## src/eir_pkg.sv

```systemverilog
// package for the eee indirect status register bank
package eir_pkg;
	localparam logic [2:0] EIR_TBL_EEE = 3'h1;
	localparam logic [3:0] EIR_SEL_GLOBAL = 4'h0;
	localparam logic [3:0] EIR_PORT_FIRST = 4'h1;
	localparam logic [3:0] EIR_PORT_LAST = 4'h3;
	localparam int EIR_NPORTS = 3;
	localparam logic [7:0] EIR_OFS_RSVD_LPI = 8'h36;
	localparam logic [7:0] EIR_OFS_WAKE_THR = 8'h38;
	localparam logic [7:0] EIR_OFS_RSVD_PCS = 8'h3A;
	localparam logic [7:0] EIR_OFS_PORT_EXP = 8'h00;
	localparam logic [15:0] EIR_RST_RSVD_LPI = 16'h0000;
	localparam logic [15:0] EIR_RST_WAKE_THR = 16'h0201;
	localparam logic [15:0] EIR_RST_RSVD_PCS = 16'h0001;
	localparam int EIR_BIT_LOC_ABLE = 6;
	localparam int EIR_BIT_LOC_SEL = 5;
	localparam int EIR_BIT_PD_FAULT = 4;
	localparam int EIR_BIT_LP_NP = 3;
	localparam int EIR_BIT_NP_ABLE = 2;
	localparam int EIR_BIT_PG_RCVD = 1;
	localparam int EIR_BIT_LP_AN = 0;
	localparam logic [15:0] EIR_RST_WAKE_CNT = 16'h0000;
	localparam logic [15:0] EIR_RST_WAKE_TMR = 16'h0000;
	// events from one copper port's auto-negotiation and phy
	typedef struct packed {
		logic pd_fault;
		logic page_rcvd;
		logic lp_np_able;
		logic lp_an_able;
		logic waking;
	} eir_port_ev_t;
	// host access to the direct byte registers
	typedef struct packed {
		logic ctrl_we;
		logic ofs_we;
		logic data_we;
		logic data_re;
		logic [7:0] wdata;
	} eir_host_t;
endpackage

```

## src/eir_regs.sv

```systemverilog
// eee indirect register bank: globals plus per-port expansion status
// Summary of operation
// RQ1: table 001, nibble 0 selects globals
// RQ2: offset byte picks the indirect byte
// RQ3: selected byte appears at data byte
// RQ4: even offset high byte, odd low
// RQ5: 0x36 reserved read-only, reads 0x0000
// RQ6: 0x38 fixed wake threshold 0x0201
// RQ7: wake longer than threshold bumps error count
// RQ8: 0x3A reserved read-only, reads 0x0001
// RQ9: status bits 15 to 7 reserved
// RQ10: status bit 6 reads one
// RQ11: status bit 5 reads one, register 8h
// RQ12: fault bit latches, clears on read
// RQ13: bit 3 shows partner next-page ability
// RQ14: bit 2 reads one, local next-page
// RQ15: bit 1 latches on page received
// RQ16: bit 0 shows partner autoneg ability
// RQ17: table 001, nibble 1-3 selects port
// RQ18: only copper ports 1 to 3 present
// RQ19: page bit holds until read, set wins
// RQ20: writes to read-only bytes ignored
`timescale 1ns/1ps
module eir_regs
	import eir_pkg::*;
(
	// clock and reset
	input wire logic clk_in,
	input wire logic srst_in,
	// direct byte registers from host
	input wire eir_host_t host_in,
	output logic [7:0] ctrl_out,
	output logic [7:0] ofs_out,
	output logic [7:0] rdata_out,
	// per copper port events
	input wire eir_port_ev_t [EIR_NPORTS-1:0] port_ev_in,
	output logic [EIR_NPORTS-1:0][15:0] wake_err_cnt_out
);
	logic [7:0] ctrl_ff;
	logic [7:0] ofs_ff;
	logic [7:0] rdata_ff;
	logic [EIR_NPORTS-1:0] pdf_ff;
	logic [EIR_NPORTS-1:0] pgr_ff;

	wire logic tbl_eee = ctrl_ff[7:5] == EIR_TBL_EEE; // RQ1
	wire logic sel_glb = tbl_eee && ctrl_ff[3:0] == EIR_SEL_GLOBAL; // RQ1
	wire logic sel_prt = tbl_eee && ctrl_ff[3:0] >= EIR_PORT_FIRST && ctrl_ff[3:0] <= EIR_PORT_LAST; // RQ17 RQ18
	wire logic [1:0] port_idx = 2'(ctrl_ff[3:0] - EIR_PORT_FIRST);
	wire logic [7:0] word_ofs = {ofs_ff[7:1], 1'b0};
	wire logic hi_byte = ~ofs_ff[0]; // RQ4

	// expansion status word of one port
	function automatic logic [15:0] port_word(input eir_port_ev_t ev, input logic pdf, input logic pgr);
		logic [15:0] w;
		w = 16'h0000; // RQ9
		w[EIR_BIT_LOC_ABLE] = 1'b1; // RQ10
		w[EIR_BIT_LOC_SEL] = 1'b1; // RQ11
		w[EIR_BIT_PD_FAULT] = pdf;
		w[EIR_BIT_LP_NP] = ev.lp_np_able; // RQ13
		w[EIR_BIT_NP_ABLE] = 1'b1; // RQ14
		w[EIR_BIT_PG_RCVD] = pgr;
		w[EIR_BIT_LP_AN] = ev.lp_an_able; // RQ16
		return w;
	endfunction

	logic [15:0] glb_word;
	always_comb begin
		unique case (word_ofs)
			EIR_OFS_RSVD_LPI: glb_word = EIR_RST_RSVD_LPI; // RQ5
			EIR_OFS_WAKE_THR: glb_word = EIR_RST_WAKE_THR; // RQ6
			EIR_OFS_RSVD_PCS: glb_word = EIR_RST_RSVD_PCS; // RQ8
			default: glb_word = 16'h0000;
		endcase
	end

	wire logic [15:0] prt_word = (word_ofs == EIR_OFS_PORT_EXP) ?
		port_word(port_ev_in[port_idx], pdf_ff[port_idx], pgr_ff[port_idx]) : 16'h0000;
	wire logic [15:0] sel_word = sel_glb ? glb_word : (sel_prt ? prt_word : 16'h0000);
	wire logic [7:0] nxt_rdata = hi_byte ? sel_word[15:8] : sel_word[7:0]; // RQ3 RQ4
	// a read of the status low byte clears the latched bits of that port
	wire logic stat_rd = host_in.data_re && sel_prt && word_ofs == EIR_OFS_PORT_EXP && !hi_byte;

	// data writes land only on read-only bytes here and are dropped
	always_ff @(posedge clk_in) begin
		if (srst_in) begin
			ctrl_ff <= 8'h00;
			ofs_ff <= 8'h00;
			rdata_ff <= 8'h00;
		end else begin
			if (host_in.ctrl_we) ctrl_ff <= host_in.wdata;
			if (host_in.ofs_we) ofs_ff <= host_in.wdata; // RQ2
			rdata_ff <= nxt_rdata; // RQ3 RQ20
		end
	end

	genvar gp;
	generate
		for (gp = 0; gp < EIR_NPORTS; gp++) begin : g_port
			logic [15:0] wake_tmr_ff;
			logic [15:0] wake_cnt_ff;
			logic was_waking_ff;
			wire logic clr = stat_rd && port_idx == 2'(gp);
			wire logic late = port_ev_in[gp].waking && wake_tmr_ff == EIR_RST_WAKE_THR;
			wire logic [15:0] nxt_wake_tmr = port_ev_in[gp].waking ?
				((wake_tmr_ff == EIR_RST_WAKE_THR) ? wake_tmr_ff : wake_tmr_ff + 16'h0001) : EIR_RST_WAKE_TMR;
			always_ff @(posedge clk_in) begin
				if (srst_in) begin
					pdf_ff[gp] <= 1'b0;
					pgr_ff[gp] <= 1'b0;
					wake_tmr_ff <= EIR_RST_WAKE_TMR;
					wake_cnt_ff <= EIR_RST_WAKE_CNT;
					was_waking_ff <= 1'b0;
				end else begin
					pdf_ff[gp] <= port_ev_in[gp].pd_fault | (pdf_ff[gp] & ~clr); // RQ12
					pgr_ff[gp] <= port_ev_in[gp].page_rcvd | (pgr_ff[gp] & ~clr); // RQ15 RQ19
					wake_tmr_ff <= nxt_wake_tmr;
					was_waking_ff <= late ? 1'b1 : (port_ev_in[gp].waking ? was_waking_ff : 1'b0);
					// one count per wake that overruns the threshold
					if (late && !was_waking_ff) wake_cnt_ff <= wake_cnt_ff + 16'h0001; // RQ7
				end
			end
			assign wake_err_cnt_out[gp] = wake_cnt_ff;

			chk_fault_holds: assert property (@(posedge clk_in) disable iff (srst_in) // RQ12
				pdf_ff[gp] && !clr |=> pdf_ff[gp])
				else $error("fault bit dropped without a read");
			chk_page_set_wins: assert property (@(posedge clk_in) disable iff (srst_in) // RQ19
				port_ev_in[gp].page_rcvd |=> pgr_ff[gp])
				else $error("page received event lost");
			chk_fault_clears: assert property (@(posedge clk_in) disable iff (srst_in) // RQ12
				clr && !port_ev_in[gp].pd_fault |=> !pdf_ff[gp])
				else $error("fault bit not cleared by read");
			chk_page_clears: assert property (@(posedge clk_in) disable iff (srst_in) // RQ19
				clr && !port_ev_in[gp].page_rcvd |=> !pgr_ff[gp])
				else $error("page bit not cleared by read");
			chk_wake_count: assert property (@(posedge clk_in) disable iff (srst_in) // RQ7
				late && !was_waking_ff |=> wake_cnt_ff == $past(wake_cnt_ff) + 16'h0001)
				else $error("wake error count not bumped");
		end
	endgenerate

	assign ctrl_out = ctrl_ff;
	assign ofs_out = ofs_ff;
	assign rdata_out = rdata_ff;

	chk_thr_read: assert property (@(posedge clk_in) disable iff (srst_in) // RQ6
		sel_glb && ofs_ff == EIR_OFS_WAKE_THR && !host_in.ctrl_we && !host_in.ofs_we |=> rdata_out == 8'h02)
		else $error("threshold high byte wrong");
	chk_rsvd_pcs: assert property (@(posedge clk_in) disable iff (srst_in) // RQ8
		sel_glb && ofs_ff == 8'h3B && !host_in.ctrl_we && !host_in.ofs_we |=> rdata_out == 8'h01)
		else $error("reserved word low byte wrong");
	chk_rsvd_lpi: assert property (@(posedge clk_in) disable iff (srst_in) // RQ5
		sel_glb && word_ofs == EIR_OFS_RSVD_LPI |=> rdata_out == 8'h00)
		else $error("reserved word not zero");
	chk_stat_fixed: assert property (@(posedge clk_in) disable iff (srst_in) // RQ14
		sel_prt && ofs_ff == 8'h01 && !host_in.ctrl_we && !host_in.ofs_we |=> rdata_out[6:5] == 2'h3 && rdata_out[2])
		else $error("fixed status bits wrong");
	chk_stat_high: assert property (@(posedge clk_in) disable iff (srst_in) // RQ9
		sel_prt && ofs_ff == 8'h00 |=> rdata_out == 8'h00)
		else $error("reserved status bits set");
	chk_ofs_load: assert property (@(posedge clk_in) disable iff (srst_in) // RQ2
		host_in.ofs_we |=> ofs_out == $past(host_in.wdata))
		else $error("offset byte not loaded");
	chk_port_range: assert property (@(posedge clk_in) disable iff (srst_in) // RQ18
		sel_prt |-> port_idx < 2'h3)
		else $error("port index out of range");
	chk_ctrl_load: assert property (@(posedge clk_in) disable iff (srst_in) // RQ1
		host_in.ctrl_we |=> ctrl_out == $past(host_in.wdata))
		else $error("control byte not loaded");
endmodule

```

## config.mk

```make
export PLATFORM = sky130hd
export DESIGN_NAME = eir_regs
export DESIGN_NICKNAME = d
export VERILOG_FILES = /design/src/eir_pkg.sv /design/src/eir_regs.sv
export SDC_FILE = /design/constraint.sdc
export NUM_CORES = 1
export LEC_CHECK = 0
export BUFFER_PORTS_ARGS = -buffer_cell sky130_fd_sc_hd__buf_2
export CAP_MARGIN = 20
export CELL_PAD_IN_SITES_DETAIL_PLACEMENT = 1
export CELL_PAD_IN_SITES_GLOBAL_PLACEMENT = 2
export CORE_AREA = 3 3 133 135
export DETAILED_ROUTE_END_ITERATION = 12
export DIE_AREA = 0 0 136 138
export PLACE_DENSITY = 0.92
export SETUP_SLACK_MARGIN = 0.1
export SLEW_MARGIN = 20
export SYNTH_ARGS = -nofsm -noshare
export SYNTH_HDL_FRONTEND = slang
export SYNTH_SLANG_ARGS = --single-unit
```

## constraint.sdc

```tcl
create_clock -name clk_in -period 3.4 [get_ports clk_in]
set_clock_uncertainty 0.05 [all_clocks]
set_input_delay 0.51 -clock clk_in [delete_from_list [all_inputs] [get_ports clk_in]]
set_output_delay 0.51 -clock clk_in [all_outputs]
set_load 0.005 [all_outputs]
```

==> reports/results.txt, run 1 <==
DR DRC count: 0
max_cap viols: 0
GRT Util Overall: 18.1%
initial DRC count: 192
leading cell type in the layout, fill and taps excluded: dfxtp_1
vias in the first global route: 5,425
Placement Setup Slack: 0.888 ns
minimum clock period: 2.48 ns
delay of the slowest cell on the worst path: 0.73 ns
Synth Warn #: 0
overall routed net length: 17.0 mm
worst min-delay path startpoint: port_ev_in[8]
Crit. Startpoint: g_port[1].wake_tmr_ff[0]$_SDFFE_PP0P_
Hold WC Path Type: in2reg
worst path cell trace: ha_1 -> nor4b_2 -> nand4_2 -> or4_1 -> a21oi_1
syn nets: 721
layout cell share with drive strength beyond 1: 18.4%
fin util: 43.3%
CP max FO: 34
Post-Layout Cell Count: 999
first-pass GRT wire length: 27.7 mm
post-route setup TNS: 0 ns
Most used DFF post-synth: dfxtp_1
clk root buf: clkbuf_16
final hold slack: 0.247 ns
Post-synth ARST share: 0%
gr ovfl total: 0
Reg clk slew, reported paths: 0.06 ns
dpl cell area: 6610 sq um
number of synthesized flops with an enable pin: 0
RR Startpoint: g_port[1].wake_tmr_ff[0]$_SDFFE_PP0P_
Vias/cell: 5.60
core footprint: 16,600 sq um
CP Launch Type: flop
vias after detailed routing: 5,593
fin area: 7180 sq um
Cell Rows: 47
post-synth cell types: 48
crit share post-route: 73.0%
DP Wirelength: 11.9 mm
CTS tree: done
Final setup viols: 0
status: completed
sequential area share after synthesis: 42.3%
dpl cells: 966
final hold viol count: 0
Power Total: 3.42 mW
most frequent cells in the layout: 126 x dfxtp_1, 98 x buf_2, 65 x a21oi_1
Routed Antenna Nets: 0
routed len/inst: 17.0 microns
largest net degree at the start of global routing: 68
Setup CP Type: reg2reg
Nets: 807
Initial Util: 35.9%
Worst Setup End Kind: flop
syn_area_per_cell: 8.78 sq um
Max Fclk: 403 MHz
Peak supply drop: 0.322 mV
DIE AREA: 18,800 sq um
Lkg Pwr: 2.62 nW
TritonCTS Buffers: 17
I/O Pins: 101
Bufs on Longest Clock Path: 2
post-cts resize count: 0
Die Ht: 138 microns
CP delay by family, top: simple AND/OR/NAND/NOR gates
Port Buffers: 98
fin worst setup slack: 0.917 ns
CTS Hold Bufs: 0
setup bufs post-CTS: 0
1st-pass router iterations: 4
RSZ-0062 raised after global routing: no
CP max-delay cell: or4_1
Worst Tran Pin Value: 0.796 ns
relative max-transition margin: 46.8%
worst path bufs/invs: 0
die width: 136 microns
Cell Pwr Density: 476 nW/um^2
Clock Sinks: 126
CTS H-tree lvls: 4
required time worst endpoint: 3.69 ns
crit path DAT: 2.77 ns
GPL Wtd Cong: 0.807
Syn Inst Count: 679
area delta synth->final: 20.6%
FF+latch count, synth: 126
worst skew pair latency: 0.42 ns
mapped cell area: 5960 sq um
initial antenna violation count: 2
Slew Limit Fails: 0
==> worst paths after layout <==
| check | endpoint | slack, ns | depth (start not counted) |
|---|---|---|---|
| worst max-delay path | g_port[1].wake_cnt_ff[9]$_SDFFE_PP0P_ | 0.92 | 5 |
| worst min-delay path | pgr_ff[1]$_SDFF_PP0_ | 0.25 | 2 |
| worst max register to register | g_port[1].wake_cnt_ff[9]$_SDFFE_PP0P_ | 0.92 | 5 |
| worst min register to register | g_port[0].was_waking_ff$_SDFFE_PP0P_ | 0.42 | 2 |
==> metal layers <==
layer / up-vias / wire [microns] / track usage [%] / part of all wire [%]
met5: - / 13 / 0 / 0.077
met4: 2 / 349 / 6.74 / 2.1
met3: 26 / 847 / 4.87 / 5.0
met2: 106 / 7940 / 28.2 / 47
met1: 2750 / 7820 / 23.8 / 46
li1: 2709 / - / - / -
==> logic make-up (layout without fill, tap and decap cells) <==
| group | count (synthesis) | count (layout) | synth area share, % |
|---|---|---|---|
| muxes | 21 | 21 | 3.57 |
| adders and majority gates | 13 | 13 | 2.73 |
| buffers and inverters | 61 | 160 | 4.20 |
| AOI/OAI and AO/OA | 142 | 142 | 14.6 |
| DFF | 126 | 126 | 42.3 |
| other | 1 | 2 | 0.0629 |
| and+or+nand+nor | 284 | 284 | 28.0 |
| xor gates and xnor gates | 31 | 31 | 4.56 |
==> state kept, by name (all words and copies together) (netlist names) <==
signal / cells
ctrl_out: 8
g_port.wake_tmr_ff: 48
pgr_ff: 3
g_port.was_waking_ff: 3
g_port.wake_cnt_ff: 48
rdata_out: 5
ofs_out: 8
pdf_ff: 3
==> cells in the mapped netlist, drive strengths merged, types with 2 or more instances <==
| cell | instances | area share (%) |
|---|---|---|
| or4 | 40 | 5.0 |
| a41oi | 4 | 0.59 |
| nor3 | 11 | 0.92 |
| and4 | 11 | 1.6 |
| and2 | 6 | 0.63 |
| clkbuf | 30 | 1.9 |
| or3 | 19 | 2.0 |
| mux2i | 19 | 3.2 |
| xnor2 | 16 | 2.4 |
| nor4b | 7 | 1.2 |
| nor4 | 13 | 1.8 |
| and3 | 9 | 0.94 |
| nand2 | 29 | 1.8 |
| o21a | 8 | 1.0 |
| mux2 | 2 | 0.38 |
| nand4 | 33 | 3.6 |
| buf | 6 | 0.71 |
| xor2 | 15 | 2.2 |
| a22o | 2 | 0.29 |
| nand2b | 5 | 0.52 |
| ha | 13 | 2.7 |
| o31ai | 38 | 4.8 |
| dfxtp | 126 | 42 |
| a211oi | 3 | 0.38 |
| a21oi | 65 | 5.5 |
| nand3b | 3 | 0.38 |
| nor2b | 6 | 0.63 |
| o21ai | 17 | 1.4 |
| nor2 | 54 | 3.4 |
| nand3 | 34 | 2.9 |
| inv | 25 | 1.6 |
==> layout make-up <==
cell class                      count  area, sq um
Antenna cell                        1         2.50
Clock buffer                       27          523
Clock inverter                      5         52.6
Fill cell                        1983         9400
Inverter                           25         93.8
Multi-Input combinational cell    492         3190
Sequential cell                   126         2520
Tap cell                          220          275
Timing Repair Buffer              103          528
==> report_power, final <==
group | total (mW) | internal (mW) | switching [mW] | leakage [nW]
logic | 0.143 | 0.0574 | 0.0861 | 1.31
registers | 1.52 | 1.50 | 0.0207 | 1.02
clock network | 1.76 | 1.12 | 0.641 | 0.283
total | 3.42 | 2.67 | 0.748 | 2.62
==> worst register-to-register path, stage by stage, from the launching register on <==
cell     delay, ns
dfxtp_1       0.38
ha_1          0.16
nor4b_2       0.23
nand4_2       0.67
or4_1         0.74
a21oi_1       0.18
(Power assumes the default switching activity.)
==> inputs of run 2 (changes only) <==
- CORE_AREA: 3 3 133 135 -> 3 3 137 139
- DIE_AREA: 0 0 136 138 -> 0 0 140 142
- PLACE_DENSITY: 0.92 -> 0.88
- clock period: 3.4 -> 2.3 ns (I/O delays scaled with it)
==> run 2 against run 1 <==
Wire length is 1.8% higher. First-iteration DRC count is 71% higher. Sequential power up 47%. Design area rose by 2.5%. Global-route usage shrank 0.52 points. Utilization fell by 1.9 points. Critical endpoint is now g_port[0].wake_cnt_ff[5]$_SDFFE_PP0P_. Highest routed layer unchanged.
==> reports/results.txt, run 2 (synthesis gave the netlist of run 1 again) <==
DR DRC count: 0 (unchanged)
CP max FO: 10 (was 34)
gr ovfl total: 0 (unchanged)
Vias/cell: 5.51 (was 5.60)
Port Buffers: 98 (unchanged)
dpl cell area: 6710 sq um (was 6610 sq um)
RSZ-0062 raised after global routing: no (unchanged)
largest net degree at the start of global routing: 67 (was 68)
fin worst setup slack: 0.253 ns (was 0.917 ns)
required time worst endpoint: 2.59 ns (was 3.69 ns)
Final setup viols: 0 (unchanged)
Die Ht: 142 microns (was 138 microns)
crit share post-route: 89.0% (was 73.0%)
worst path bufs/invs: 0 (unchanged)
setup bufs post-CTS: 0 (unchanged)
CP max-delay cell: or4_1 (unchanged)
Max Fclk: 489 MHz (was 403 MHz)
GRT Util Overall: 17.5% (was 18.1%)
CTS tree: done (unchanged)
filler instances: 2,096 (was 1,983)
Worst Tran Pin Value: 0.770 ns (was 0.796 ns)
Initial Util: 33.5% (was 35.9%)
relative max-transition margin: 48.7% (was 46.8%)
initial DRC count: 328 (was 192)
initial antenna violation count: 3 (was 2)
area taken by multi-input logic gates: 3200 sq um (was 3190 sq um)
Slew Limit Fails: 0 (unchanged)
Cell Rows: 49 (was 47)
Largest regs: g_port.wake_cnt_ff x48, g_port.wake_tmr_ff x48 (unchanged)
vias in the first global route: 5,691 (was 5,425)
Cell Pwr Density: 726 nW/um^2 (was 476 nW/um^2)
CP Launch Type: flop (unchanged)
clk root buf: clkbuf_16 (unchanged)
status: completed (unchanged)
I/O Pins: 101 (unchanged)
layout cell share with drive strength beyond 1: 20.4% (was 18.4%)
fin area: 7360 sq um (was 7180 sq um)
overall routed net length: 17.3 mm (was 17.0 mm)
Peak supply drop: 0.558 mV (was 0.322 mV)
worst path cell trace: nor4_2 -> nand4_1 -> or4_1 -> a21oi_1 (was ha_1 -> nor4b_2 -> nand4_2 -> or4_1 -> a21oi_1)
leading cell type in the layout, fill and taps excluded: dfxtp_1 (unchanged)
CTS H-tree lvls: 4 (unchanged)
Clock Sinks: 126 (unchanged)
CP delay by family, top: simple AND/OR/NAND/NOR gates (unchanged)
minimum clock period: 2.05 ns (was 2.48 ns)
1st-pass router iterations: 4 (unchanged)
first-pass GRT wire length: 28.6 mm (was 27.7 mm)
Worst Setup End Kind: flop (unchanged)
Reg clk slew, reported paths: 0.06 ns (about the same)
DP Wirelength: 12.4 mm (was 11.9 mm)
Hold WC Path Type: in2reg (unchanged)
final hold viol count: 0 (unchanged)
Bufs on Longest Clock Path: 2 (unchanged)
post-route setup TNS: 0 ns (unchanged)
die width: 140 microns (was 136 microns)
Routed Antenna Nets: 0 (unchanged)
routed len/inst: 17.0 microns (about the same)
max_cap viols: 0 (unchanged)
TritonCTS Buffers: 17 (unchanged)
Setup CP Type: reg2reg (unchanged)
DIE AREA: 19,900 sq um (was 18,800 sq um)
GPL Wtd Cong: 0.767 (was 0.807)
Placement Setup Slack: 0.212 ns (was 0.888 ns)
delay of the slowest cell on the worst path: 0.53 ns (was 0.73 ns)
area delta synth->final: 23.6% (was 20.6%)
vias after detailed routing: 5,616 (was 5,593)
crit path DAT: 2.33 ns (was 2.77 ns)
storage element area: 2520 sq um (unchanged)
Lkg Pwr: 2.71 nW (was 2.62 nW)
worst skew pair latency: 0.42 ns (about the same)
most frequent cells in the layout: 126 x dfxtp_1, 98 x buf_2, 65 x a21oi_1 (unchanged)
Nets: 818 (was 807)
core footprint: 17,800 sq um (was 16,600 sq um)
## run 2: changes by cell type in the layout (fill, tap and decap cells not counted)
cell	before	now
buf_4	5	15
nor4b_1	5	3
buf_12	0	1
nand3_2	0	1
clkinv_2	3	6
clkinvlp_4	1	2
clkbuf_1	4	0
clkbuf_8	6	3
nand3_1	34	33
nor4b_2	2	4
bufinv_16	1	4
## run 2: where the power goes
group	internal, mW	total, mW	switching, mW
clock network	1.89	2.87	0.988
logic	0.0944	0.231	0.136
registers	2.21	2.24	0.0260
total	4.19	5.34	1.15
## run 2: timing repair
| action | in CTS | in global routing |
|---|---|---|
| setup endpoints to repair | 0 | 14 |
| hold buffers | 0 | 0 |
| gates resized for setup | 0 | 3 |
## run 2: metal layers
metal	vias to the layer above	global-route usage, %	share of wire, %
met4	6	5.20	1.1
li1	2734	-	-
met3	20	5.88	4.8
met1	2757	20.4	43
met2	99	30.8	51
met5	-	0	0.20
## run 2: final timing paths
kind              depth (start not counted)                                   from                                    end  slack (ns)
hold reg to reg                           2   g_port[1].was_waking_ff$_SDFFE_PP0P_   g_port[1].was_waking_ff$_SDFFE_PP0P_        0.42
setup reg to reg                          4  g_port[0].wake_tmr_ff[5]$_SDFFE_PP0P_  g_port[0].wake_cnt_ff[5]$_SDFFE_PP0P_        0.25
hold / removal                            2                          port_ev_in[8]                   pgr_ff[1]$_SDFF_PP0_        0.09
setup / recovery                          4  g_port[0].wake_tmr_ff[5]$_SDFFE_PP0P_  g_port[0].wake_cnt_ff[5]$_SDFFE_PP0P_        0.25
## run 2: area by class of cell
| type | count | share of cell area, % |
|---|---|---|
| Clock buffer | 20 | 6.34 |
| Multi-Input combinational cell | 492 | 43.5 |
| Clock inverter | 12 | 2.24 |
| Sequential cell | 126 | 34.3 |
| Tap cell | 229 | 3.89 |
| Antenna cell | 1 | 0.0340 |
| Inverter | 25 | 1.27 |
| Timing Repair Buffer | 114 | 8.46 |
## run 2: metrics by stage
step	hold slack, ns	power [mW]	instances	util [%]
2_1_floorplan	0.387	2.41	679	-
3_3_place_gp	0.411	2.51	986	37.8
3_5_place_dp	0.419	2.52	986	37.8
4_1_cts	0.0717	5.41	1018	41.3
5_1_grt	0.0748	5.56	1018	41.4
6_report	0.0887	5.34	1019	41.4
==> inputs of run 3 (changes only) <==
- CAP_MARGIN: 20 -> not set
- CORE_AREA: 3 3 137 139 -> 3 3 125 152
- DIE_AREA: 0 0 140 142 -> 0 0 128 155
- SETUP_SLACK_MARGIN: 0.1 -> 0.15
==> run 3 against run 2 <==
First-iteration DRC count fell by 49%. Flip-flop and latch count stayed put. Global-route usage is 0.23 points lower. Via count shrank 0.71%. Critical endpoint is now g_port[0].wake_cnt_ff[15]$_SDFFE_PP0P_. Clock power is 6% lower. Sequential share of layout area hardly changed. Total power down 3.1%. Setup slack worse by 0.0098 ns. Register-to-register slack about the same. Non-clock buffer count rose by 3. Design area about the same.
==> reports/results.txt, run 3 (synthesis gave the netlist of run 1 again) <==
vias after detailed routing: 5,576 (was 5,616)
layout cell share with drive strength beyond 1: 20.7% (was 20.4%)
largest net degree at the start of global routing: 68 (was 67)
worst skew pair latency: 0.42 ns (about the same)
Largest regs: g_port.wake_cnt_ff x48, g_port.wake_tmr_ff x48 (unchanged)
GPL Wtd Cong: 0.752 (was 0.767)
Setup CP Type: reg2reg (unchanged)
dpl cell area: 6710 sq um (about the same)
Die Ht: 155 microns (was 142 microns)
status: completed (unchanged)
Hold WC Path Type: in2reg (unchanged)
r2r endpoint: g_port[0].wake_cnt_ff[15]$_SDFFE_PP0P_ (was g_port[0].wake_cnt_ff[5]$_SDFFE_PP0P_)
overall routed net length: 16.9 mm (was 17.3 mm)
CP max FO: 6 (was 10)
core footprint: 17,500 sq um (was 17,800 sq um)
filler instances: 2,103 (was 2,096)
DR DRC count: 0 (unchanged)
Post-Layout Cell Count: 1,012 (was 1,019)
1st-pass router iterations: 4 (unchanged)
Cell Rows: 53 (was 49)
Hold Path Stages: 2 (unchanged)
post-route setup TNS: 0 ns (unchanged)
fin util: 42.1% (was 41.4%)
first-pass GRT wire length: 28.4 mm (was 28.6 mm)
max_cap viols: 0 (unchanged)
worst min-delay path startpoint: port_ev_in[9] (was port_ev_in[8])
Vias/cell: 5.51 (about the same)
Power Total: 5.18 mW (was 5.34 mW)
Lkg Pwr: 2.71 nW (about the same)
DIE AREA: 19,800 sq um (was 19,900 sq um)
initial DRC count: 166 (was 328)
Hold EP: pdf_ff[1]$_SDFF_PP0_ (was pgr_ff[1]$_SDFF_PP0_)
Placement Setup Slack: 0.230 ns (was 0.212 ns)
fin worst setup slack: 0.243 ns (was 0.253 ns)
relative max-transition margin: 48.7% (about the same)
RR Startpoint: g_port[0].wake_tmr_ff[12]$_SDFFE_PP0P_ (was g_port[0].wake_tmr_ff[5]$_SDFFE_PP0P_)
Cell Pwr Density: 703 nW/um^2 (was 726 nW/um^2)
storage element area: 2520 sq um (about the same)
Peak supply drop: 0.497 mV (was 0.558 mV)
crit path DAT: 2.35 ns (was 2.33 ns)
flop2flop setup slack: 0.24 ns (was 0.25 ns)
RSZ-0062 raised after global routing: yes (was no)
Routed Antenna Nets: 0 (unchanged)
minimum clock period: 2.06 ns (was 2.05 ns)
Final setup viols: 0 (unchanged)
area delta synth->final: 23.6% (about the same)
R2R cell count: 4 (unchanged)
CTS Hold Bufs: 0 (unchanged)
leading cell type in the layout, fill and taps excluded: dfxtp_1 (unchanged)
Reg clk slew, reported paths: 0.05 ns (was 0.06 ns)
routed len/inst: 16.7 microns (was 17.0 microns)
final hold viol count: 0 (unchanged)
ANT cells: 0 (was 1)
Worst Setup End Kind: flop (unchanged)
DP Wirelength: 12.0 mm (was 12.4 mm)
Bufs on Longest Clock Path: 2 (unchanged)
most frequent cells in the layout: 125 x dfxtp_1, 98 x buf_2, 65 x a21oi_1 (was 126 x dfxtp_1, 98 x buf_2, 65 x a21oi_1)
CTS tree: done (unchanged)
CP Launch Type: flop (unchanged)
Nets: 821 (was 818)
crit share post-route: 89.4% (was 89.0%)
vias in the first global route: 5,890 (was 5,691)
I/O Pins: 101 (unchanged)
Worst Tran Pin Value: 0.770 ns (about the same)
Slew Limit Fails: 0 (unchanged)
die width: 128 microns (was 140 microns)
clk root buf: clkbuf_16 (unchanged)
GRT Util Overall: 17.3% (was 17.5%)
fin area: 7370 sq um (was 7360 sq um)
TritonCTS Buffers: 17 (unchanged)
Clock Sinks: 126 (unchanged)
dpl cells: 978 (was 986)
initial antenna violation count: 0 (was 3)
area taken by multi-input logic gates: 3230 sq um (was 3200 sq um)
gr ovfl total: 0 (unchanged)
Max Fclk: 486 MHz (was 489 MHz)
Port Buffers: 98 (unchanged)
CTS H-tree lvls: 4 (unchanged)
Initial Util: 34.0% (was 33.5%)
final hold slack: 0.0921 ns (was 0.0887 ns)
required time worst endpoint: 2.59 ns (about the same)
run 3: report_power, final:
part           switching (mW)  total [mW]  leakage, nW  internal (mW)
clock network           0.991        2.71        0.283           1.72
registers              0.0266        2.24         1.02           2.21
logic                   0.130       0.224         1.41         0.0941
total                    1.15        5.18         2.71           4.03
run 3: worst max-delay path by stage:
stage,slack (ns),from,to
after floorplan,0.38,ctrl_out[0]$_SDFFE_PP0P_,rdata_out[1]$_SDFF_PP0_
after global placement,0.29,g_port[2].wake_tmr_ff[1]$_SDFFE_PP0P_,g_port[2].wake_cnt_ff[8]$_SDFFE_PP0P_
after detailed placement,0.23,g_port[2].wake_tmr_ff[1]$_SDFFE_PP0P_,g_port[2].wake_cnt_ff[10]$_SDFFE_PP0P_
after CTS,0.17,g_port[2].wake_tmr_ff[1]$_SDFFE_PP0P_,g_port[2].wake_cnt_ff[10]$_SDFFE_PP0P_
after global routing,0.11,g_port[0].wake_tmr_ff[12]$_SDFFE_PP0P_,g_port[0].wake_cnt_ff[15]$_SDFFE_PP0P_
final,0.24,g_port[0].wake_tmr_ff[12]$_SDFFE_PP0P_,g_port[0].wake_cnt_ff[15]$_SDFFE_PP0P_
run 3: area by class of cell:
type,instances,share of cell area [%]
Multi-Input combinational cell,492,43.9
Clock inverter,11,1.92
Tap cell,220,3.74
Timing Repair Buffer,117,8.81
Clock buffer,21,6.11
Inverter,25,1.27
Sequential cell,126,34.3
run 3: per-layer routing:
metal	track usage [%]	up-vias	part of all wire (%)
met5	0	-	0
met4	4.85	0	0.92
met3	4.40	12	3.1
met2	32.9	77	55
met1	18.7	2757	41
li1	-	2730	-
run 3: repair_timing:
action / in CTS / in global routing
buffers inserted: 0 / 2
resized for setup: 0 / 9
endpoints found under the hold margin: 0 / 0
endpoints found under the setup margin: 0 / 22
run 3: worst max-delay path, stage by stage (launching register included):
cell	delay, ns
dfxtp_1	0.36
nor4b_1	0.57
nand4_1	0.32
or4_1	0.54
a21oi_1	0.15
